--- src/pkg/wdf_map.vh ---
/*
 * register map, field codes and timing constants of the watchdog and
 * fail-safe supervisor; assumes a 250 MHz system clock and a 100 us tick
 */
`ifndef WDF_MAP_VH
`define WDF_MAP_VH

// ----------------------------------------------------------------
// register addresses
// ----------------------------------------------------------------
`define WDF_ADDR_SETUP_A 7'h13
`define WDF_ADDR_SETUP_B 7'h14
`define WDF_ADDR_SERVICE 7'h15
`define WDF_ADDR_PULSE 7'h16
`define WDF_ADDR_FS 7'h17
`define WDF_ADDR_FS_TALLY 7'h18

// ----------------------------------------------------------------
// reset values
// ----------------------------------------------------------------
`define WDF_RST_SETUP_A 8'h15
`define WDF_RST_TIMER 3'h0
`define WDF_RST_TALLY 4'h1
`define WDF_RST_PULSE 4'h7
`define WDF_RST_FS 8'h00
`define WDF_RST_FS_TALLY 8'h00

// ----------------------------------------------------------------
// field codes
// ----------------------------------------------------------------
`define WDF_MODE_OFF 2'h0
`define WDF_MODE_TIMEOUT 2'h1
`define WDF_MODE_WINDOW 2'h2
`define WDF_MODE_QA 2'h3
`define WDF_ACT_PWR 2'h0
`define WDF_ACT_IRQ 2'h1
`define WDF_ACT_STBY 2'h2
`define WDF_ACT_RSVD 2'h3
`define WDF_THR_0 4'h1
`define WDF_THR_1 4'h5
`define WDF_THR_2 4'h9
`define WDF_THR_3 4'hf
`define WDF_TALLY_MAX 4'hf
`define WDF_SERVICE_KEY 8'hff
`define WDF_IRQ_SEL_WD 2'h1
`define WDF_FS_NONE 3'h0
`define WDF_FS_PWR 3'h1
`define WDF_FS_SOFT 3'h2
`define WDF_FS_POR 3'h3
`define WDF_FS_SLEEP 3'h4
`define WDF_CAUSE_NONE 3'h0
`define WDF_CAUSE_THERM 3'h1
`define WDF_CAUSE_UV 3'h3

// ----------------------------------------------------------------
// field positions
// ----------------------------------------------------------------
`define WDF_TIMER_HI 7
`define WDF_TIMER_LO 5
`define WDF_PW_HI 3
`define WDF_PW_LO 0
`define WDF_FS_EN_BIT 7
`define WDF_FS_ACT_HI 6
`define WDF_FS_ACT_LO 4
`define WDF_FS_OFF_BIT 0
`define WDF_LIMIT_HI 7
`define WDF_LIMIT_LO 4
`define WDF_FS_TALLY_HI 3
`define WDF_FS_TALLY_LO 0

// ----------------------------------------------------------------
// spi frame
// ----------------------------------------------------------------
`define WDF_SPI_WR_BIT 7
`define WDF_SPI_CMD_LAST 5'h07
`define WDF_SPI_FRAME_LAST 5'h0f
`define WDF_SPI_FRAME_END 5'h10

// ----------------------------------------------------------------
// timing
// ----------------------------------------------------------------
`define WDF_CLK_NS 4
`define WDF_NS_PER_MS 1000000
`define WDF_NS_PER_US 1000
`define WDF_TICK_NS 100000
`define WDF_WD_OFF_MS 300
`define WDF_FS_OFF_MS 1000
`define WDF_PW1_US 3600
`define WDF_PW2_US 10000
`define WDF_PW4_US 40000
`define WDF_PW7_US 150000
`define WDF_PW8_US 1000
`define WDF_PWB_US 20000
`define WDF_PWD_US 60000
`define WDF_PWE_US 100000
`define WDF_PERIOD_MS_TABLE {16'd4096, 16'd2048, 16'd1024, 16'd512, 16'd256, 16'd128, \
	16'd32, 16'd4}

`endif

--- src/rtl/wdf_spi_port.v ---
/*
 * spi register port: mode 0, msb first, 16-bit frame of command byte
 * (bit 7 set for write, bits 6:0 address) then data byte; read data is
 * shifted out during the data byte. assumes sclk far slower than sys_clk.
 */
`timescale 1ns/1ns
`default_nettype none
`include "wdf_map.vh"

module wdf_spi_port (
	input wire sys_clk,
	input wire reset,
	input wire spi_sclk,
	input wire spi_cs_n,
	input wire spi_mosi,
	input wire [7:0] rd_data,
	output reg [6:0] bus_addr,
	output reg [7:0] bus_wdata,
	output reg bus_wr,
	output reg spi_miso,
	output reg spi_miso_oe
);

	// ----------------------------------------------------------------
	// pin synchronisers
	// ----------------------------------------------------------------
	reg sclk_s1_q, sclk_s2_q, sclk_s3_q;
	reg cs_s1_q, cs_s2_q, mosi_s1_q, mosi_s2_q;
	reg [4:0] bit_cnt_q;
	reg [7:0] rx_q, tx_q;
	reg is_wr_q, load_q;
	wire rise = sclk_s2_q & ~sclk_s3_q;
	wire fall = ~sclk_s2_q & sclk_s3_q;
	wire [7:0] rx_next = {rx_q[6:0], mosi_s2_q};

	always @(posedge sys_clk) begin
		if (reset) begin
			sclk_s1_q <= 1'b0;
			sclk_s2_q <= 1'b0;
			sclk_s3_q <= 1'b0;
			cs_s1_q <= 1'b1;
			cs_s2_q <= 1'b1;
			mosi_s1_q <= 1'b0;
			mosi_s2_q <= 1'b0;
		end else begin
			sclk_s1_q <= spi_sclk;
			sclk_s2_q <= sclk_s1_q;
			sclk_s3_q <= sclk_s2_q;
			cs_s1_q <= spi_cs_n;
			cs_s2_q <= cs_s1_q;
			mosi_s1_q <= spi_mosi;
			mosi_s2_q <= mosi_s1_q;
		end
	end

	// ----------------------------------------------------------------
	// frame engine
	// ----------------------------------------------------------------
	always @(posedge sys_clk) begin
		if (reset) begin
			bit_cnt_q <= 5'h00;
			rx_q <= 8'h00;
			tx_q <= 8'h00;
			is_wr_q <= 1'b0;
			load_q <= 1'b0;
			bus_addr <= 7'h00;
			bus_wdata <= 8'h00;
			bus_wr <= 1'b0;
			spi_miso <= 1'b0;
			spi_miso_oe <= 1'b0;
		end else begin
			bus_wr <= 1'b0;
			load_q <= 1'b0;
			if (cs_s2_q) begin
				bit_cnt_q <= 5'h00;
				spi_miso_oe <= 1'b0;
				spi_miso <= 1'b0;
				tx_q <= 8'h00;
			end else begin
				spi_miso_oe <= 1'b1;
				if (load_q)
					tx_q <= rd_data;
				if (rise && bit_cnt_q != `WDF_SPI_FRAME_END) begin
					rx_q <= rx_next;
					bit_cnt_q <= bit_cnt_q + 5'h01;
					if (bit_cnt_q == `WDF_SPI_CMD_LAST) begin
						bus_addr <= rx_next[6:0];
						is_wr_q <= rx_next[`WDF_SPI_WR_BIT];
						load_q <= 1'b1;
					end
					if (bit_cnt_q == `WDF_SPI_FRAME_LAST && is_wr_q) begin
						bus_wdata <= rx_next;
						bus_wr <= 1'b1;
					end
				end
				if (fall) begin
					spi_miso <= tx_q[7];
					tx_q <= {tx_q[6:0], 1'b0};
				end
			end
		end
	end

endmodule

`default_nettype wire

--- src/rtl/wdf_supervisor.v ---
/*
 * watchdog and fail-safe supervisor with its spi register port.
 * assumes fail-safe entry pulses and the irq clear pulse come from logic
 * on sys_clk; the irq pin select and serial-out option arrive as levels.
 */
// Operation
// - mode field: off, timeout, window, question/answer
// - prescaler scales period by one to four
// - threshold: trigger at 1, 5, 9, 15 errors
// - action: power off 300ms, irq, standby
// - irq pin pulses low under three settings
// - timer field selects period with prescaler
// - read-only error tally cleared to zero when threshold reached
// - ff write restarts timer, also in closed half
// - pulse width field selects irq pulse length
// - enable bit gates fail-safe entry counting
// - over-limit action: none, power 1s, resets
// - sleep lock ignores wake until power cycle
// - wake timer starts after fail-safe power action ends
// - cause field: none, thermal, undervoltage
// - cause held until tally written zero
// - bit zero disables power-up fail-safe
// - limit holds entries allowed before action
// - select 01 routes watchdog failure to pin
`timescale 1ns/1ns
`default_nettype none
`include "wdf_map.vh"

module wdf_supervisor #(
	parameter TICK_CYC = `WDF_TICK_NS / `WDF_CLK_NS,
	parameter [127:0] PERIOD_MS = `WDF_PERIOD_MS_TABLE
) (
	input wire sys_clk,
	input wire reset,
	input wire spi_sclk,
	input wire spi_cs_n,
	input wire spi_mosi,
	output wire spi_miso,
	output wire spi_miso_oe,
	input wire [1:0] irq_pin_source_select,
	input wire serial_out_pin_option,
	input wire selective_wake_enable,
	input wire fs_enter_thermal,
	input wire fs_enter_uv,
	input wire wd_irq_clear,
	output reg wd_irq_flag,
	output reg irq_pin_low_active,
	output reg node_power_switch_pin,
	output reg standby_req,
	output reg soft_reset_req,
	output reg por_req,
	output reg wake_ignore,
	output reg selective_wake_timer_start,
	output wire powerup_safe_state_off
);

	// ----------------------------------------------------------------
	// time conversion
	// ----------------------------------------------------------------
	localparam TICKS_PER_MS = `WDF_NS_PER_MS / `WDF_TICK_NS;
	localparam [31:0] WD_OFF_WIDE = `WDF_WD_OFF_MS * TICKS_PER_MS;
	localparam [31:0] FS_OFF_WIDE = `WDF_FS_OFF_MS * TICKS_PER_MS;
	localparam [31:0] TICK_LAST_WIDE = TICK_CYC - 1;
	localparam [13:0] WD_OFF_TICKS = WD_OFF_WIDE[13:0];
	localparam [13:0] FS_OFF_TICKS = FS_OFF_WIDE[13:0];
	localparam [19:0] TICK_LAST = TICK_LAST_WIDE[19:0];

	function [13:0] us_ticks;
		input [31:0] us;
		reg [31:0] t;
		begin
			t = (us * `WDF_NS_PER_US + `WDF_TICK_NS - 1) / `WDF_TICK_NS;
			us_ticks = t[13:0];
		end
	endfunction

	function [13:0] pulse_ticks;
		input [3:0] code;
		begin
			case (code)
			4'h1: pulse_ticks = us_ticks(`WDF_PW1_US);
			4'h2: pulse_ticks = us_ticks(`WDF_PW2_US);
			4'h4: pulse_ticks = us_ticks(`WDF_PW4_US);
			4'h8: pulse_ticks = us_ticks(`WDF_PW8_US);
			4'hb: pulse_ticks = us_ticks(`WDF_PWB_US);
			4'hd: pulse_ticks = us_ticks(`WDF_PWD_US);
			4'he: pulse_ticks = us_ticks(`WDF_PWE_US);
			default: pulse_ticks = us_ticks(`WDF_PW7_US);
			endcase
		end
	endfunction

	function [19:0] period_ticks;
		input [2:0] sel;
		input [1:0] pre;
		reg [31:0] t;
		begin
			t = PERIOD_MS[sel * 16 +: 16] * TICKS_PER_MS * (pre + 1);
			period_ticks = t[19:0];
		end
	endfunction

	// ----------------------------------------------------------------
	// registers and bus
	// ----------------------------------------------------------------
	reg [1:0] mode_q, scale_q, thr_sel_q, act_q;
	reg [2:0] timer_q, fs_act_q, cause_q;
	reg [3:0] tally_q, pulse_q, fs_limit_q, fs_tally_q;
	reg fs_en_q, fs_off_q;
	reg [19:0] tick_cnt_q, wd_cnt_q;
	reg [13:0] pwr_cnt_q, pls_cnt_q;
	reg pwr_fs_q;
	reg [7:0] rd_data;
	reg [3:0] thr;
	wire [6:0] bus_addr;
	wire [7:0] bus_wdata;
	wire bus_wr;

	// ----------------------------------------------------------------
	// write field decode
	// ----------------------------------------------------------------
	wire [2:0] wr_timer = bus_wdata[`WDF_TIMER_HI:`WDF_TIMER_LO];
	wire [3:0] wr_pulse = bus_wdata[`WDF_PW_HI:`WDF_PW_LO];
	wire wr_fs_en = bus_wdata[`WDF_FS_EN_BIT];
	wire [2:0] wr_fs_act = bus_wdata[`WDF_FS_ACT_HI:`WDF_FS_ACT_LO];
	wire wr_fs_off = bus_wdata[`WDF_FS_OFF_BIT];
	wire [3:0] wr_limit = bus_wdata[`WDF_LIMIT_HI:`WDF_LIMIT_LO];
	wire [3:0] wr_tally = bus_wdata[`WDF_FS_TALLY_HI:`WDF_FS_TALLY_LO];

	wdf_spi_port u_spi (
		.sys_clk(sys_clk),
		.reset(reset),
		.spi_sclk(spi_sclk),
		.spi_cs_n(spi_cs_n),
		.spi_mosi(spi_mosi),
		.rd_data(rd_data),
		.bus_addr(bus_addr),
		.bus_wdata(bus_wdata),
		.bus_wr(bus_wr),
		.spi_miso(spi_miso),
		.spi_miso_oe(spi_miso_oe)
	);

	assign powerup_safe_state_off = fs_off_q;

	always @* begin
		case (bus_addr)
		`WDF_ADDR_SETUP_A: rd_data = {mode_q, scale_q, thr_sel_q, act_q};
		`WDF_ADDR_SETUP_B: rd_data = {timer_q, tally_q, 1'b0};
		`WDF_ADDR_PULSE: rd_data = {4'h0, pulse_q};
		`WDF_ADDR_FS: rd_data = {fs_en_q, fs_act_q, cause_q, fs_off_q};
		`WDF_ADDR_FS_TALLY: rd_data = {fs_limit_q, fs_tally_q};
		default: rd_data = 8'h00;
		endcase
	end

	// ----------------------------------------------------------------
	// watchdog timing
	// ----------------------------------------------------------------
	wire tick = (tick_cnt_q == TICK_LAST);
	wire [19:0] period = period_ticks(timer_q, scale_q);
	wire wd_on = (mode_q != `WDF_MODE_OFF);
	wire closed_half = (mode_q == `WDF_MODE_WINDOW || mode_q == `WDF_MODE_QA) &&
		(wd_cnt_q < {1'b0, period[19:1]});
	wire svc_wr = bus_wr && bus_addr == `WDF_ADDR_SERVICE && bus_wdata == `WDF_SERVICE_KEY;
	wire svc_bad = wd_on && svc_wr && closed_half;
	wire expire = wd_on && !svc_wr && tick && (wd_cnt_q + 20'h1 >= period);
	wire wd_err = svc_bad | expire;
	wire [3:0] tally_inc = (tally_q == `WDF_TALLY_MAX) ? tally_q : tally_q + 4'h1;

	always @* begin
		case (thr_sel_q)
		2'h0: thr = `WDF_THR_0;
		2'h1: thr = `WDF_THR_1;
		2'h2: thr = `WDF_THR_2;
		default: thr = `WDF_THR_3;
		endcase
	end

	wire wd_trig = wd_err && (tally_inc >= thr);
	wire pulse_mode = (act_q == `WDF_ACT_IRQ) && serial_out_pin_option &&
		(irq_pin_source_select == `WDF_IRQ_SEL_WD);

	// ----------------------------------------------------------------
	// fail-safe counting
	// ----------------------------------------------------------------
	wire fs_entry = fs_enter_thermal | fs_enter_uv;
	wire [3:0] fs_inc = (fs_tally_q == `WDF_TALLY_MAX) ? fs_tally_q : fs_tally_q + 4'h1;
	wire fs_count = fs_entry && fs_en_q;
	wire fs_fire = fs_count && (fs_inc > fs_limit_q);
	wire tally_clr = bus_wr && bus_addr == `WDF_ADDR_FS_TALLY && wr_tally == 4'h0;

	always @(posedge sys_clk) begin
		if (reset) begin
			{mode_q, scale_q, thr_sel_q, act_q} <= `WDF_RST_SETUP_A;
			timer_q <= `WDF_RST_TIMER;
			tally_q <= `WDF_RST_TALLY;
			pulse_q <= `WDF_RST_PULSE;
			{fs_en_q, fs_act_q, cause_q, fs_off_q} <= `WDF_RST_FS;
			{fs_limit_q, fs_tally_q} <= `WDF_RST_FS_TALLY;
			tick_cnt_q <= 20'h0;
			wd_cnt_q <= 20'h0;
		end else begin
			tick_cnt_q <= tick ? 20'h0 : tick_cnt_q + 20'h1;
			if (bus_wr) begin
				case (bus_addr)
				`WDF_ADDR_SETUP_A: {mode_q, scale_q, thr_sel_q, act_q} <= bus_wdata;
				`WDF_ADDR_SETUP_B: timer_q <= wr_timer;
				`WDF_ADDR_PULSE: pulse_q <= wr_pulse;
				`WDF_ADDR_FS: begin
					fs_en_q <= wr_fs_en;
					fs_act_q <= wr_fs_act;
					fs_off_q <= wr_fs_off;
				end
				`WDF_ADDR_FS_TALLY: fs_limit_q <= wr_limit;
				default: begin
				end
				endcase
			end
			if (!wd_on || svc_wr || expire)
				wd_cnt_q <= 20'h0;
			else if (tick)
				wd_cnt_q <= wd_cnt_q + 20'h1;
			if (wd_trig)
				tally_q <= 4'h0;
			else if (wd_err)
				tally_q <= tally_inc;
			if (fs_count)
				fs_tally_q <= fs_inc;
			else if (tally_clr)
				fs_tally_q <= 4'h0;
			if (fs_enter_thermal)
				cause_q <= `WDF_CAUSE_THERM;
			else if (fs_enter_uv)
				cause_q <= `WDF_CAUSE_UV;
			else if (tally_clr)
				cause_q <= `WDF_CAUSE_NONE;
		end
	end

	// ----------------------------------------------------------------
	// output actions
	// ----------------------------------------------------------------
	always @(posedge sys_clk) begin
		if (reset) begin
			pwr_cnt_q <= 14'h0;
			pwr_fs_q <= 1'b0;
			pls_cnt_q <= 14'h0;
			wd_irq_flag <= 1'b0;
			irq_pin_low_active <= 1'b1;
			node_power_switch_pin <= 1'b1;
			standby_req <= 1'b0;
			soft_reset_req <= 1'b0;
			por_req <= 1'b0;
			wake_ignore <= 1'b0;
			selective_wake_timer_start <= 1'b0;
		end else begin
			standby_req <= 1'b0;
			soft_reset_req <= 1'b0;
			por_req <= 1'b0;
			selective_wake_timer_start <= 1'b0;
			if (wd_trig && act_q != `WDF_ACT_RSVD)
				wd_irq_flag <= 1'b1;
			else if (wd_irq_clear)
				wd_irq_flag <= 1'b0;
			if (fs_fire && fs_act_q == `WDF_FS_PWR) begin
				pwr_cnt_q <= FS_OFF_TICKS;
				pwr_fs_q <= 1'b1;
			end else if (wd_trig && (act_q == `WDF_ACT_PWR || act_q == `WDF_ACT_STBY)) begin
				pwr_cnt_q <= WD_OFF_TICKS;
				pwr_fs_q <= 1'b0;
			end else if (tick && pwr_cnt_q != 14'h0) begin
				pwr_cnt_q <= pwr_cnt_q - 14'h1;
				if (pwr_cnt_q == 14'h1 && pwr_fs_q)
					selective_wake_timer_start <= selective_wake_enable;
			end
			node_power_switch_pin <= (pwr_cnt_q == 14'h0);
			if (wd_trig && act_q == `WDF_ACT_STBY)
				standby_req <= 1'b1;
			if (fs_fire && fs_act_q == `WDF_FS_SOFT)
				soft_reset_req <= 1'b1;
			if (fs_fire && fs_act_q == `WDF_FS_POR)
				por_req <= 1'b1;
			if (fs_fire && fs_act_q == `WDF_FS_SLEEP)
				wake_ignore <= 1'b1;
			if (wd_trig && pulse_mode)
				pls_cnt_q <= pulse_ticks(pulse_q);
			else if (tick && pls_cnt_q != 14'h0)
				pls_cnt_q <= pls_cnt_q - 14'h1;
			if (irq_pin_source_select != `WDF_IRQ_SEL_WD)
				irq_pin_low_active <= 1'b1;
			else if (pulse_mode)
				irq_pin_low_active <= (pls_cnt_q == 14'h0);
			else
				irq_pin_low_active <= ~wd_irq_flag;
		end
	end

endmodule

`default_nettype wire

--- config.mk ---
export PLATFORM = sky130hd
export DESIGN_NAME = wdf_supervisor
export DESIGN_NICKNAME = d
export VERILOG_FILES = /design/src/rtl/wdf_spi_port.v /design/src/rtl/wdf_supervisor.v
export VERILOG_INCLUDE_DIRS = /design/src /design/src/pkg
export SDC_FILE = /design/constraint.sdc
export NUM_CORES = 1
export LEC_CHECK = 0
export BUFFER_PORTS_ARGS = -buffer_cell sky130_fd_sc_hd__buf_2
export CORE_MARGIN = 2
export CORE_UTILIZATION = 30
export CTS_BUF_LIST = sky130_fd_sc_hd__clkbuf_4
export CTS_CLUSTER_DIAMETER = 30
export DETAILED_ROUTE_END_ITERATION = 8
export GPL_TIMING_DRIVEN = 0
export PLACE_DENSITY = 0.42
export SYNTH_ARGS = -nofsm -noshare
export SYNTH_HDL_FRONTEND = slang
export SYNTH_SLANG_ARGS = --single-unit
export TNS_END_PERCENT = 5
--- constraint.sdc ---
create_clock -name sys_clk -period 9.6 [get_ports sys_clk]
set_input_delay 1.92 -clock sys_clk [delete_from_list [all_inputs] [get_ports sys_clk]]
set_output_delay 1.92 -clock sys_clk [all_outputs]
set_load 0.02 [all_outputs]
* Yosys cells after proc, flatten, opt, wreduce, memory -nomap -nowiden *
Index checks and enable logic that the tools add are counted.

operators by class
  bitwise logic cells = 11
  equal/unequal tests = 34
  shift operators = 1
  muxes and demuxes = 30
  reduce and logical (&&, ||, !) cells = 71
  $add $sub $neg = 8
  multipliers = 2
  order comparisons = 4

operators with widths
  operator                                                                       count
  128-bit by 8-bit indexed part select with 16-bit output, first input constant  1
  11-bit case mux with 7 select lines                                            1
  14-bit 2-to-1 mux                                                              5
  7-bit by 5-bit equality test with 1-bit output, second input constant          6
  20-bit by 1-bit adder with 20-bit output, second input constant                2
  8-bit case mux with 5 select lines                                             1
  1-bit logical AND                                                              28
  14-bit logical NOT                                                             2
  14-bit nonzero test                                                            2
  14-bit by 1-bit subtractor with 14-bit output, second input constant           2
  4-bit equality test, second input constant                                     6
  20-bit by 15-bit equality test with 1-bit output, second input constant        1
  20-bit >= comparator                                                           1
  20-bit by 19-bit < comparator with 1-bit output                                1
  16-bit by 3-bit multiplier with 19-bit output, second input constant           1
  19-bit by 3-bit multiplier with 19-bit output                                  1
  2-bit nonzero test                                                             9
  4-bit 2-to-1 mux                                                               4
  8-bit 2-to-1 mux                                                               2
  14-bit by 1-bit equality test with 1-bit output, second input constant         1
  1-bit 2-to-1 mux                                                               14
  2-bit OR reduction                                                             7
  4-bit case mux with 3 select lines                                             1
  2-bit AND reduction                                                            6
  other kinds (31)                                                               56

word-level totals
  word-level logic and storage cells = 209
  register bits = 158

* Longest topological paths before layout *
Gate-level depths: netlist (run 1).

  depth in word-level cells = 12
  gate-level depth with buffers = 30

* Modules after synthesis *
Synthesis (run 1) repeated with hierarchy kept, for this count alone.

second synthesis, totals
  cells, all modules = 1,166
  area total of the unflattened synthesis = 9,804.4 um^2

by module, submodules not included
  module          cells an instance  times used  area an instance (um^2)  sequential area each (um^2)
  wdf_supervisor  971                1           7,891.3                  2,222.1
  wdf_spi_port    195                1           1,913.1                  940.9

* Worst setup path after synthesis (run 1) *
OpenSTA, ideal clock, no wires.

  path kind = register to register
  from = register timer_q[0]
  to = register pls_cnt_q[10]
  stages on the path, launching flop included = 29
  library setup time = 121 ps
  path buffers = 2
  slack = 3,902 ps
  required time = 9,479 ps
  arrival time = 5,577 ps
  period minus slack after synthesis = 5,698 ps
  path through = dfxtp_1 clkbuf_1 nor3b_1 ha_1 ha_1 ha_1 xor2_1 nand2b_1 fa_1 inv_1 ha_1 a21oi_1 nand2_1 a21o_1 a21oi_1 o21bai_1 a21oi_1 xor2_1 ha_1 nand3_1 nor3_1 o21ai_0 o211ai_1 o31ai_1 a31oi_1 o21bai_1 o32a_1 buf_2 mux2_4

between the ends
  cells in the longest elaborated chain, start to end = 10
  elaborated cells between the ends (all ways) = 13

RTL lines
  element                                                         RTL line              source
  from (decl)                                                     wdf_supervisor.v:107  reg [2:0] timer_q, fs_act_q, cause_q;
  from (signal assigned)                                          wdf_supervisor.v:196  timer_q <= `WDF_RST_TIMER;
  from (signal assigned)                                          wdf_supervisor.v:208  `WDF_ADDR_SETUP_B: timer_q <= wr_timer;
  128-bit by 8-bit indexed part select with 16-bit output *       wdf_supervisor.v:98   t = PERIOD_MS[sel * 16 +: 16] * TICKS_PER_MS * (pre + 1);
  16-bit by 3-bit multiplier with 19-bit output *                 wdf_supervisor.v:98
  19-bit by 3-bit multiplier with 19-bit output *                 wdf_supervisor.v:98
  20-bit by 19-bit < comparator with 1-bit output                 wdf_supervisor.v:164  (wd_cnt_q < {1'b0, period[19:1]});
  1-bit logical AND                                               wdf_supervisor.v:163  wire closed_half = (mode_q == `WDF_MODE_WINDOW || mode_q == `WDF_MODE_QA) &&
  1-bit logical AND                                               wdf_supervisor.v:166  wire svc_bad = wd_on && svc_wr && closed_half;
  1-bit OR *                                                      wdf_supervisor.v:168  wire wd_err = svc_bad | expire;
  1-bit logical AND *                                             wdf_supervisor.v:180  wire wd_trig = wd_err && (tally_inc >= thr);
  1-bit logical AND *                                             wdf_supervisor.v:286  if (wd_trig && pulse_mode)
  14-bit 2-to-1 mux / 2-bit nonzero test (equally long branches)  n/a
  to (signal assigned)                                            wdf_supervisor.v:287  pls_cnt_q <= pulse_ticks(pulse_q);
  to (signal assigned)                                            wdf_supervisor.v:289  pls_cnt_q <= pls_cnt_q - 14'h1;
  to (decl)                                                       wdf_supervisor.v:111  reg [13:0] pwr_cnt_q, pls_cnt_q;

Mark *: on every way between the ends. The rest lies on a longest branch, timed or not.
A chain may end at the register's enable or synchronous reset.

* Worst setup path in the final report (run 1) *
  from = register timer_q[0]
  to = register pwr_cnt_q[8]

between the ends
  cells in the longest elaborated chain, start to end = 11
  elaborated cells between the ends (all ways) = 14

RTL lines
  element                                                    RTL line              source
  128-bit by 8-bit indexed part select with 16-bit output *  wdf_supervisor.v:98
  16-bit by 3-bit multiplier with 19-bit output *            wdf_supervisor.v:98
  19-bit by 3-bit multiplier with 19-bit output *            wdf_supervisor.v:98
  20-bit by 19-bit < comparator with 1-bit output            wdf_supervisor.v:164
  1-bit logical AND                                          wdf_supervisor.v:163
  1-bit logical AND                                          wdf_supervisor.v:166
  1-bit OR *                                                 wdf_supervisor.v:168
  1-bit logical AND *                                        wdf_supervisor.v:180
  1-bit logical AND *                                        wdf_supervisor.v:269  end else if (wd_trig && (act_q == `WDF_ACT_PWR || act_q == `WDF_ACT_STBY)) begin
  14-bit 2-to-1 mux                                          wdf_supervisor.v:269
  14-bit 2-to-1 mux                                          wdf_supervisor.v:266  if (fs_fire && fs_act_q == `WDF_FS_PWR) begin
  to (signal assigned)                                       wdf_supervisor.v:273  pwr_cnt_q <= pwr_cnt_q - 14'h1;
  to (decl)                                                  wdf_supervisor.v:111

Marks and branches as above.

==> impl_metrics.py, run 1 <==
metrics = {
    "setup_path": {
        "worst_path_largest_cell_delay_ps": 570,
        "reg2reg_slack_ps": 2580,
        "r2r_cells": 28,
        "critical_path_required_ps": 10060,
        "cp_common_cell": "ha_1",
        "crit_end": "pwr_cnt_q[8]$_SDFFE_PP0P_",
        "slowest_stage": "nor2_1",
        "critical_path.startpoint_type": "flip-flop",
        "regToRegStartpoint": "timer_q[0]$_SDFFE_PP0P_",
        "r2r-end": "pwr_cnt_q[8]$_SDFFE_PP0P_",
        "startpoint": "timer_q[0]$_SDFFE_PP0P_",
        "crit_fanout": 10,
        "path_class": "flip-flop to flip-flop",
        "critPathCaptureType": "flip-flop",
        "crit_arrival_ps": 7480,
    },
    "cts": {
        "clkSlewWorstSetupHoldPaths_ps": 160,
        "cts-buffers-inserted": 17,
        "clk_path_buf_depth": 2,
        "clkSinkCount": 158,
        "post_cts_buffers": 0,
        "ctsHoldBuffers": 0,
        "cts_tree": "done",
        "htreeDepth": 4,
        "insertion_delay_ps": 600,
        "cts_root_buf": "clkbuf_4",
        "cts_resized": 0,
    },
    "placement": {
        "place.gp.congestion": 0.773,
        "hpwl_mm": 19.0,
        "io_buffer_count": 21,
        "place_ws_ps": 2610,
    },
    "layout": {
        "multi_input_area_um2": 5980,
        "drive_gt1_share_pct": 6.70,
        "area_growth_pct": 9.58,
        "regArea_um2": 3160,
        "post-route-util_pct": 33.2,
        "nNetsFinal": 1304,
        "fillCellCount": 3442,
    },
    "sta": {
        "tightest_slew_ps": 1170,
        "fin_crit_sh_pct": 73.1,
        "skew_ps": 19.5,
        "worst_slack_ps": 2580,
        "relSlewSlack_pct": 21.2,
        "period_needed_ps": 7020,
        "setup_viol": 0,
        "finalMaxSlewViolations": 0,
        "hold_ws_ps": 427,
        "fmax_mhz": 143,
        "final_hold_viol_count": 0,
        "finalSetupTns_ps": 0,
        "grt_setup_unrepaired": "no",
    },
    "outcome": {
        "status": "finished clean",
    },
    "yosys": {
        "avgSynthCellArea_um2": 8.12,
        "synth_top_cell_by_area": "dfxtp_1",
        "ys_ff_latch": 158,
        "netlist_instances": 1170,
        "synth_ff_type": "dfxtp_1",
        "synth_top_area_share_pct": 33.3,
        "ys_seq_area_share_pct": 33.3,
        "synthTopCellsByArea": "dfxtp_1, ha_1, nor2_1, xnor2_1, nand2_1",
        "synth_edf_count": 0,
        "ys_warn_count": 0,
        "async_flop_share_pct": 0,
        "syn_area_um2": 9510,
        "synth.distinct_cells": 74,
    },
    "power": {
        "vdd_drop_max_mv": 0.0828,
        "power_density_nw_per_um2": 109,
        "leakage_uw": 0.00399,
    },
    "global_route": {
        "grt_usage_pct": 15.8,
        "grt_pass1_wl_mm": 41.4,
        "grt_pass1_vias": 7674,
        "antenna_found_initial": 2,
        "overflow": 0,
        "grt_max_degree": 17,
    },
    "detailed_routing": {
        "drtIter0Drc": 297,
        "wl_per_cell_um": 15.4,
        "firstDrtPassIters": 5,
        "drt-total-wl_mm": 25.0,
        "drc": 0,
        "viasPerCell": 4.88,
        "antenna_left": 0,
        "num_vias": 7939,
    },
    "floorplan": {
        "die_area_um2": 33100,
        "core_um2": 31400,
        "fp.dieW_um": 182,
        "die_y_um": 182,
        "pin_count": 23,
        "start_util_pct": 30.3,
        "row_count": 65,
    },
    "job": {
        "maxCapViolations": 0,
    },
    "worst_hold_path": {
        "hp-class": "flip-flop to flip-flop",
    },
}
sequential cells by signal (all words and copies together) (netlist names), 5 cells and up:
| register | count |
|---|---|
| tick_cnt_q | 20 |
| pwr_cnt_q | 14 |
| pls_cnt_q | 14 |
| u_spi.bus_addr | 7 |
| u_spi.bit_cnt_q | 5 |
| u_spi.tx_q | 8 |
| u_spi.bus_wdata | 8 |
| u_spi.rx_q | 7 |
| wd_cnt_q | 20 |
layer usage:
layer,vias up,share of wire (%),global-route usage [%]
met5,-,0,0
li1,4153,-,-
met4,0,2.2,5.52
met3,18,2.0,2.57
met2,61,48,26.7
met1,3707,48,20.4
cells by family (layout without fill, tap and decap cells):
family	count (synthesis)	count (layout)	share of synthesized area [%]
adder cells (fa/ha/maj)	81	81	11.3
AO/OA/AOI/OAI	177	177	12.1
AND/OR/NAND/NOR	533	533	27.5
other	1	4	0.0395
buffers and inverters	95	148	3.88
multiplexers	27	27	2.92
flip-flops	158	158	33.3
XOR/XNOR	98	98	9.03
worst min-delay path by stage:
stage,start,end,slack (ps),cells past startpoint
global placement,u_spi.cs_s1_q$_SDFF_PP1_,u_spi.cs_s2_q$_SDFF_PP1_,400,1
detailed placement,u_spi.cs_s1_q$_SDFF_PP1_,u_spi.cs_s2_q$_SDFF_PP1_,390,1
finish,u_spi.cs_s1_q$_SDFF_PP1_,u_spi.cs_s2_q$_SDFF_PP1_,430,1
floorplan,u_spi.cs_s1_q$_SDFF_PP1_,u_spi.cs_s2_q$_SDFF_PP1_,390,1
CTS,u_spi.cs_s1_q$_SDFF_PP1_,u_spi.cs_s2_q$_SDFF_PP1_,430,1
global route,u_spi.cs_s1_q$_SDFF_PP1_,u_spi.cs_s2_q$_SDFF_PP1_,450,1
worst max-delay path: cells and delay by family, from the launching register on:
family / cells / cell delay [ps]
AO/OA/AOI/OAI: 12 / 2370
XOR/XNOR: 2 / 500
adder cells (fa/ha/maj): 6 / 1640
buffers and inverters: 2 / 460
flip-flops: 1 / 430
AND/OR/NAND/NOR: 6 / 1440
metrics by stage:
| stage | cells | instance area (µm²) | total power (µW) |
|---|---|---|---|
| floorplan | 1171 | 9510 | 693 |
| finish | 1628 | 10400 | 1140 |
| global placement | 1594 | 10100 | 707 |
| detailed placement | 1594 | 10100 | 707 |
| global route | 1628 | 10400 | 1180 |
| CTS | 1626 | 10400 | 1160 |
layout by cell type, fill, tap and decap left out, types with 4 or more instances in the layout:
master / synthesis / final
fa_1: 8 / 8
inv_1: 46 / 46
mux2i_1: 24 / 24
a221oi_1: 7 / 7
o21bai_1: 6 / 6
clkbuf_1: 41 / 41
o21ai_1: 9 / 9
inv_6: 0 / 4
xor2_1: 37 / 37
o211ai_1: 4 / 4
or2_2: 5 / 5
nand3_1: 74 / 74
nand2b_1: 15 / 15
a211oi_1: 8 / 8
nand3b_1: 6 / 6
nor2_1: 147 / 147
nand4_1: 10 / 10
or3_1: 8 / 8
o21ai_0: 30 / 30
or4_1: 6 / 6
nor3_1: 36 / 36
nor4b_1: 5 / 5
buf_2: 4 / 25
a21oi_1: 61 / 61
a21o_1: 10 / 10
dfxtp_1: 158 / 158
ha_1: 73 / 73
o21a_1: 4 / 4
a31oi_1: 6 / 6
nand2_1: 128 / 128
nor3b_1: 18 / 18
a222oi_1: 5 / 5
and3_1: 16 / 16
xnor2_1: 61 / 61
and2_1: 12 / 12
nor4_1: 6 / 5
clkbuf_4: 0 / 17
nor2b_1: 22 / 22
report_power, final:
group          leakage (µW)  internal, µW  total (µW)  switching [µW]
Sequential          0.00128           659         661            1.95
Combinational       0.00256          8.65        30.9            22.2
Clock              0.000154           159         445             286
Total               0.00399           827        1140             310
layout make-up:
cell class	count	share of cell area, %
multi-input cells	918	57.4
well taps	402	4.83
flip-flops and latches	158	30.4
clock buffers	17	1.23
repair buffers	21	1.01
diodes	2	0.0480
clock inverters	15	1.54
plain buffers	48	1.85
inverters	47	1.69
synthesized netlist by cell type (3+ instances only):
cell type / number
xor2_1: 37
and2_1: 12
inv_1: 46
nor4b_1: 5
o31ai_1: 3
nand3_1: 74
a21o_1: 10
nor3b_1: 18
fa_1: 8
nand2_1: 128
nor2b_1: 22
or4_1: 6
ha_1: 73
a21oi_1: 61
o21ai_1: 9
a222oi_1: 5
a221oi_1: 7
or3_1: 8
nor4_1: 6
nor3_1: 36
nand4_1: 10
a31oi_1: 6
dfxtp_1: 158
o21ai_0: 30
nor3_2: 3
and3_1: 16
and4_1: 3
nand3b_1: 6
mux2i_1: 24
nor2_1: 147
buf_2: 4
clkbuf_1: 41
or2_2: 5
xnor2_1: 61
a211oi_1: 8
o21bai_1: 6
o211ai_1: 4
nand2b_1: 15
o21a_1: 4
Note: power is estimated with default switching activity, not from simulation.
==> run 2: changes to the inputs <==
--- a/config.mk
+++ b/config.mk
@@ -6,6 +6,7 @@
 export SDC_FILE = /design/constraint.sdc
 export NUM_CORES = 1
 export LEC_CHECK = 0
+export ABC_AREA = 1
 export BUFFER_PORTS_ARGS = -buffer_cell sky130_fd_sc_hd__buf_2
 export CORE_MARGIN = 2
 export CORE_UTILIZATION = 30
==> constraint.sdc (replaced) <==
create_clock -name sys_clk -period 6.8 [get_ports sys_clk]
set_input_delay 1.36 -clock sys_clk [delete_from_list [all_inputs] [get_ports sys_clk]]
set_output_delay 1.36 -clock sys_clk [all_outputs]
set_load 0.02 [all_outputs]
==> run 2 against run 1 <==
  * Worst hold slack lost 14 ps
  * Non-clock buffer count shrank 20
  * Synthesized area grew 2.2%
  * Critical endpoint is now pwr_cnt_q[6]$_SDFFE_PP0P_
  * First-iteration DRC count grew 39%
  * Critical path depth is 2 higher
==> impl_metrics.py, run 2 <==
metrics = {
    "yosys": {
        "ys_seq_area_share_pct": 32.5,
        "yosysMostFrequentCell": "nand2_1",
        "synth.distinct_cells": 49,
        "async_flop_share_pct": 0,
        "synth_common_cells": "nand2_1, inv_1, nor2_1",
        "ys_warn_count": 0,
        "netlist_instances": 1409,
        "syn_area_um2": 9720,
        "synth_edf_count": 0,
        "synth_top_area_share_pct": 32.5,
        "synth_top_cell_by_area": "dfxtp_1",
        "avgSynthCellArea_um2": 6.90,
        "synthTopCellsByArea": "dfxtp_1, nand2_1, ha_1, inv_1, nor2_1",
        "synth_ff_type": "dfxtp_1",
        "ys_ff_latch": 158,
    },
    "setup_path": {
        "slowest_stage": "fa_1",
        "critical_path.startpoint_type": "flip-flop",
        "critical_path_required_ps": 7320,
        "worst_path_largest_cell_delay_ps": 510,
        "reg2reg_slack_ps": 1340,
        "regToRegStartpoint": "timer_q[2]$_SDFFE_PP0P_",
        "r2r-end": "pwr_cnt_q[6]$_SDFFE_PP0P_",
        "r2r_cells": 30,
        "critPathCaptureType": "flip-flop",
        "crit_fanout": 9,
        "path_class": "flip-flop to flip-flop",
        "crit_arrival_ps": 5980,
        "cp_common_cell": "ha_1",
    },
    "cts": {
        "insertion_delay_ps": 640,
        "clkSlewWorstSetupHoldPaths_ps": 170,
        "ctsHoldBuffers": 0,
        "cts-buffers-inserted": 17,
        "htreeDepth": 4,
        "cts_tree": "done",
        "post_cts_buffers": 0,
        "cts_resized": 0,
        "clk_path_buf_depth": 2,
        "cts_root_buf": "clkbuf_4",
        "clkSinkCount": 158,
    },
    "layout": {
        "area_growth_pct": 9.19,
        "nNetsFinal": 1543,
        "largestRegisters": "tick_cnt_q: 20 flops, wd_cnt_q: 20 flops",
        "drive_gt1_share_pct": 5.54,
        "layout_commonest_cell": "nand2_1",
        "most-common-layout-cells": "nand2_1, inv_1, nor2_1",
    },
    "detailed_routing": {
        "wl_per_cell_um": 14.4,
        "drt-total-wl_mm": 26.9,
        "num_vias": 8821,
        "m1WireLength_mm": 13.7,
        "firstDrtPassIters": 5,
        "route.met2.wl_mm": 12.4,
        "drc": 0,
        "viasPerCell": 4.73,
        "antenna_left": 0,
        "dr.max_layer_used": "met4",
        "drtIter0Drc": 413,
        "dr_wl_met3_um": 592,
    },
    "power": {
        "power_density_nw_per_um2": 148,
        "leakage_uw": 0.00456,
        "total_power_uw": 1570,
        "vdd_drop_max_mv": 0.161,
    },
    "sta": {
        "finalSetupTns_ps": 0,
        "grt_setup_unrepaired": "no",
        "worst_slack_ps": 1340,
        "skew_ps": 44.1,
        "period_needed_ps": 5460,
        "tightest_slew_ps": 863,
        "fin_crit_sh_pct": 80.3,
        "final_hold_viol_count": 0,
        "setup_viol": 0,
        "finalMaxSlewViolations": 0,
        "fmax_mhz": 183,
        "relSlewSlack_pct": 41.9,
    },
    "global_route": {
        "grt_pass1_vias": 8565,
        "grt_max_degree": 17,
        "antenna_found_initial": 2,
        "overflow": 0,
        "grt_pass1_wl_mm": 44.7,
        "grt_usage_pct": 16.8,
    },
    "worst_hold_path": {
        "hp-class": "flip-flop to flip-flop",
        "hold_start": "u_spi.sclk_s1_q$_SDFF_PP0_",
        "holdPathStages": 2,
        "holdPathEnd": "u_spi.sclk_s2_q$_SDFF_PP0_",
    },
    "job": {
        "maxCapViolations": 0,
    },
    "floorplan": {
        "row_count": 65,
        "pin_count": 23,
        "start_util_pct": 30.6,
        "die_area_um2": 33800,
        "core_um2": 31700,
        "die_y_um": 184,
        "fp.dieW_um": 184,
    },
    "outcome": {
        "status": "finished clean",
    },
    "placement": {
        "io_buffer_count": 21,
        "hpwl_mm": 20.9,
        "place_ws_ps": 1350,
        "place.gp.congestion": 0.842,
    },
}
## run 2: cell types whose count changed after synthesis, sizes merged, moves of 17 or more
| cell | change |
|---|---|
| inv | +165 |
| nand2 | +154 |
| a21oi | +54 |
| xnor2 | -51 |
| o21ai | +42 |
| nor2 | +25 |
| mux2i | -23 |
| nor2b | -22 |
| nand4 | +21 |
| clkbuf | -17 |
## run 2: per-stage QoR
step | utilization [%] | cells | area, µm² | hold WS [ps]
floorplan | - | 1410 | 9720 | 388
global placement | 32.6 | 1833 | 10300 | 398
detailed placement | 32.6 | 1833 | 10300 | 395
CTS | 33.4 | 1864 | 10600 | 418
global route | 33.5 | 1866 | 10600 | 435
finish | 33.5 | 1866 | 10600 | 413
## run 2: critical path, delay by kind of cell, from the launching register on
kind                     cells  cell delay [ps]
XOR/XNOR                     2              470
AO/OA/AOI/OAI                3              540
flip-flops                   1              330
AND/OR/NAND/NOR             16             2020
adder cells (fa/ha/maj)      6             1650
buffers and inverters        3              320
## run 2: cells by family after synthesis
logic type	Yosys count	share of synthesized area, %
xor+xnor	48	4.33
other cells	1	0.0386
flops	158	32.5
mux	2	0.219
buf+inv	242	9.51
fa+ha+maj	81	11.0
compound gates	244	13.7
simple gates	633	28.6
## run 2: routing by layer
| layer | vias to the layer above | GRT usage (%) |
|---|---|---|
| met1 | 4019 | 22.3 |
| met2 | 87 | 28.5 |
| li1 | 4702 | - |
| met5 | - | 0 |
| met3 | 13 | 2.65 |
| met4 | 0 | 4.42 |
## run 2: cell type report
class                           instances  area (µm²)
Timing Repair Buffer                   21         105
Clock buffer                           18         135
Fill cell                            3562       21100
Antenna cell                            2        5.00
Buffer                                 28         121
Sequential cell                       158        3160
Clock inverter                         13         141
Inverter                              214         803
Multi-Input combinational cell       1010        5630
Tap cell                              402         503
## run 2: worst max-delay path by stage
| stage | startpoint | end | slack (ps) |
|---|---|---|---|
| detailed placement | timer_q[2]$_SDFFE_PP0P_ | pwr_cnt_q[6]$_SDFFE_PP0P_ | 1350 |
| finish | timer_q[2]$_SDFFE_PP0P_ | pwr_cnt_q[6]$_SDFFE_PP0P_ | 1340 |
| CTS | timer_q[2]$_SDFFE_PP0P_ | pwr_cnt_q[6]$_SDFFE_PP0P_ | 1250 |
| global route | timer_q[2]$_SDFFE_PP0P_ | pwr_cnt_q[6]$_SDFFE_PP0P_ | 700 |
| global placement | timer_q[2]$_SDFFE_PP0P_ | pls_cnt_q[7]$_SDFFE_PP0P_ | 1320 |
| floorplan | timer_q[2]$_SDFFE_PP0P_ | pwr_cnt_q[4]$_SDFFE_PP0P_ | 2200 |
## run 2: report_power, final
group	leakage [µW]	internal, µW	switching (µW)
clock	0.000136	221	375
combinational	0.00315	12.4	33.1
sequential	0.00128	931	2.61
total	0.00456	1160	411
==> run 3: changes to the inputs <==
==> constraint.sdc (replaced) <==
create_clock -name sys_clk -period 5.64 [get_ports sys_clk]
set_input_delay 1.128 -clock sys_clk [delete_from_list [all_inputs] [get_ports sys_clk]]
set_output_delay 1.128 -clock sys_clk [all_outputs]
set_load 0.02 [all_outputs]
==> run 3 against run 2 <==
  * Clock-buffer cell count stayed put
  * Via count is essentially flat
  * Fmax grew 6.3%
  * Power rose by 21%
  * Global-route usage is the same
  * Flip-flop and latch count is the same
  * Clock power rose by 21%
  * First-iteration DRC count down 6.5%
  * Routed wire length about the same
  * Register-to-register slack worse by 840 ps
  * Combinational power up 22%
  * Clock skew up 2.3 ps
  * Largest cell class unchanged
  * Largest power group unchanged
  * Highest routed layer unchanged
==> impl_metrics.py, run 3 (synthesis results as in run 2) <==
metrics = {
    "detailed_routing": {
        "m1WireLength_mm": 13.6,
        "dr_wl_met3_um": 571,
        "drt-total-wl_mm": 26.9,
        "dr.max_layer_used": "met4",
        "num_vias": 8824,
        "viasPerCell": 4.73,
        "route.met2.wl_mm": 12.4,
        "drc": 0,
        "drtIter0Drc": 386,
        "antenna_left": 0,
        "wl_per_cell_um": 14.4,
        "firstDrtPassIters": 5,
    },
    "sta": {
        "finalSetupTns_ps": 0,
        "fmax_mhz": 195,
        "grt_setup_unrepaired": "no",
        "period_needed_ps": 5130,
        "skew_ps": 46.4,
        "final_hold_viol_count": 0,
        "setup_viol": 0,
        "fin_crit_sh_pct": 91.0,
        "relSlewSlack_pct": 40.8,
        "finalMaxSlewViolations": 0,
        "tightest_slew_ps": 888,
    },
    "cts": {
        "clk_path_buf_depth": 2,
        "cts-buffers-inserted": 17,
        "clkSinkCount": 158,
        "cts_root_buf": "clkbuf_4",
        "insertion_delay_ps": 640,
        "clkSlewWorstSetupHoldPaths_ps": 170,
        "htreeDepth": 4,
        "ctsHoldBuffers": 0,
        "cts_tree": "done",
    },
    "setup_path": {
        "crit_fanout": 10,
        "worst_path_largest_cell_delay_ps": 560,
        "path_delay_family": "adder cells",
        "critPathCaptureType": "flip-flop",
        "crit_arrival_ps": 5640,
        "critical_path.startpoint_type": "flip-flop",
        "critical_path_required_ps": 6150,
        "slowest_stage": "dfxtp_1",
        "path_buf_inv": 4,
        "path_class": "flip-flop to flip-flop",
    },
    "layout": {
        "nNetsFinal": 1543,
        "largestRegisters": "tick_cnt_q: 20 flops, wd_cnt_q: 20 flops",
        "area_growth_pct": 9.54,
        "regArea_um2": 3170,
        "multi_input_area_um2": 5660,
        "post-route-util_pct": 33.6,
        "fillCellCount": 3555,
        "most-common-layout-cells": "nand2_1, inv_1, nor2_1",
        "layout_commonest_cell": "nand2_1",
        "drive_gt1_share_pct": 6.16,
    },
    "power": {
        "power_density_nw_per_um2": 178,
        "leakage_uw": 0.00457,
        "vdd_drop_max_mv": 0.194,
    },
    "placement": {
        "hpwl_mm": 20.9,
        "place.gp.congestion": 0.842,
        "io_buffer_count": 21,
    },
    "outcome": {
        "status": "finished clean",
    },
    "job": {
        "maxCapViolations": 0,
    },
    "global_route": {
        "antenna_found_initial": 2,
        "grt_max_degree": 17,
        "overflow": 0,
        "grt_pass1_vias": 8565,
        "grt_usage_pct": 16.8,
        "grt_pass1_wl_mm": 44.7,
    },
    "floorplan": {
        "pin_count": 23,
        "die_area_um2": 33800,
        "core_um2": 31700,
        "die_y_um": 184,
        "fp.dieW_um": 184,
        "row_count": 65,
        "start_util_pct": 30.6,
    },
    "worst_hold_path": {
        "hp-class": "flip-flop to flip-flop",
    },
}
==> run 3: cell types whose count changed in the layout (fill, tap and decap cells not counted), sizes merged <==
cell    previous run  this run
clkbuf            42        41
buf               25        26
==> run 3: tightest hold or removal path: cells and delay by family (launching register included) <==
kind                   cells  cell delay, ps
buffers and inverters      1              40
flip-flops                 1             320
AND/OR/NAND/NOR            1              30
==> run 3: worst paths after layout <==
check,from,end,slack (ps),cells after the start
worst max-delay path,timer_q[2]$_SDFFE_PP0P_,pwr_cnt_q[8]$_SDFFE_PP0P_,510,31
worst min-delay path,u_spi.sclk_s1_q$_SDFF_PP0_,u_spi.sclk_s2_q$_SDFF_PP0_,410,2
worst max register to register,timer_q[2]$_SDFFE_PP0P_,pwr_cnt_q[8]$_SDFFE_PP0P_,510,31
worst min register to register,u_spi.sclk_s1_q$_SDFF_PP0_,u_spi.sclk_s2_q$_SDFF_PP0_,410,2
==> run 3: metrics by stage <==
step                hold slack [ps]  cell area, µm²  power (µW)  setup slack, ps  std cells
floorplan                       388            9720        1180             1040       1410
global placement                398           10300        1210              160       1833
detailed placement              395           10300        1210              187       1833
CTS                             418           10600        1940             85.5       1864
global route                    435           10600        1990             13.3       1866
finish                          413           10600        1900              506       1866
==> run 3: what timing repair did <==
| item | CTS | global route |
|---|---|---|
| setup endpoints to repair | 0 | 56 |
| resized for setup | 0 | 9 |
| setup buffers | 0 | 1 |
==> run 3: power breakdown <==
group	total [µW]	internal (µW)	switching (µW)
sequential	1120	1120	3.15
clock	719	266	453
combinational	55.8	15.6	40.2
total	1900	1400	496
==> run 3: layer usage <==
layer	vias to the layer above	GRT usage [%]
met5	-	0
met2	90	28.5
li1	4705	-
met3	14	2.65
met1	4015	22.3
met4	0	4.42
==> run 3: layout make-up <==
cell class	count	area share (%)
Clock buffer	18	1.27
Multi-Input combinational cell	1010	53.2
Tap cell	402	4.72
Clock inverter	13	1.33
Inverter	214	7.55
Buffer	27	1.10
Timing Repair Buffer	22	1.06
Sequential cell	158	29.8
Antenna cell	2	0.0470
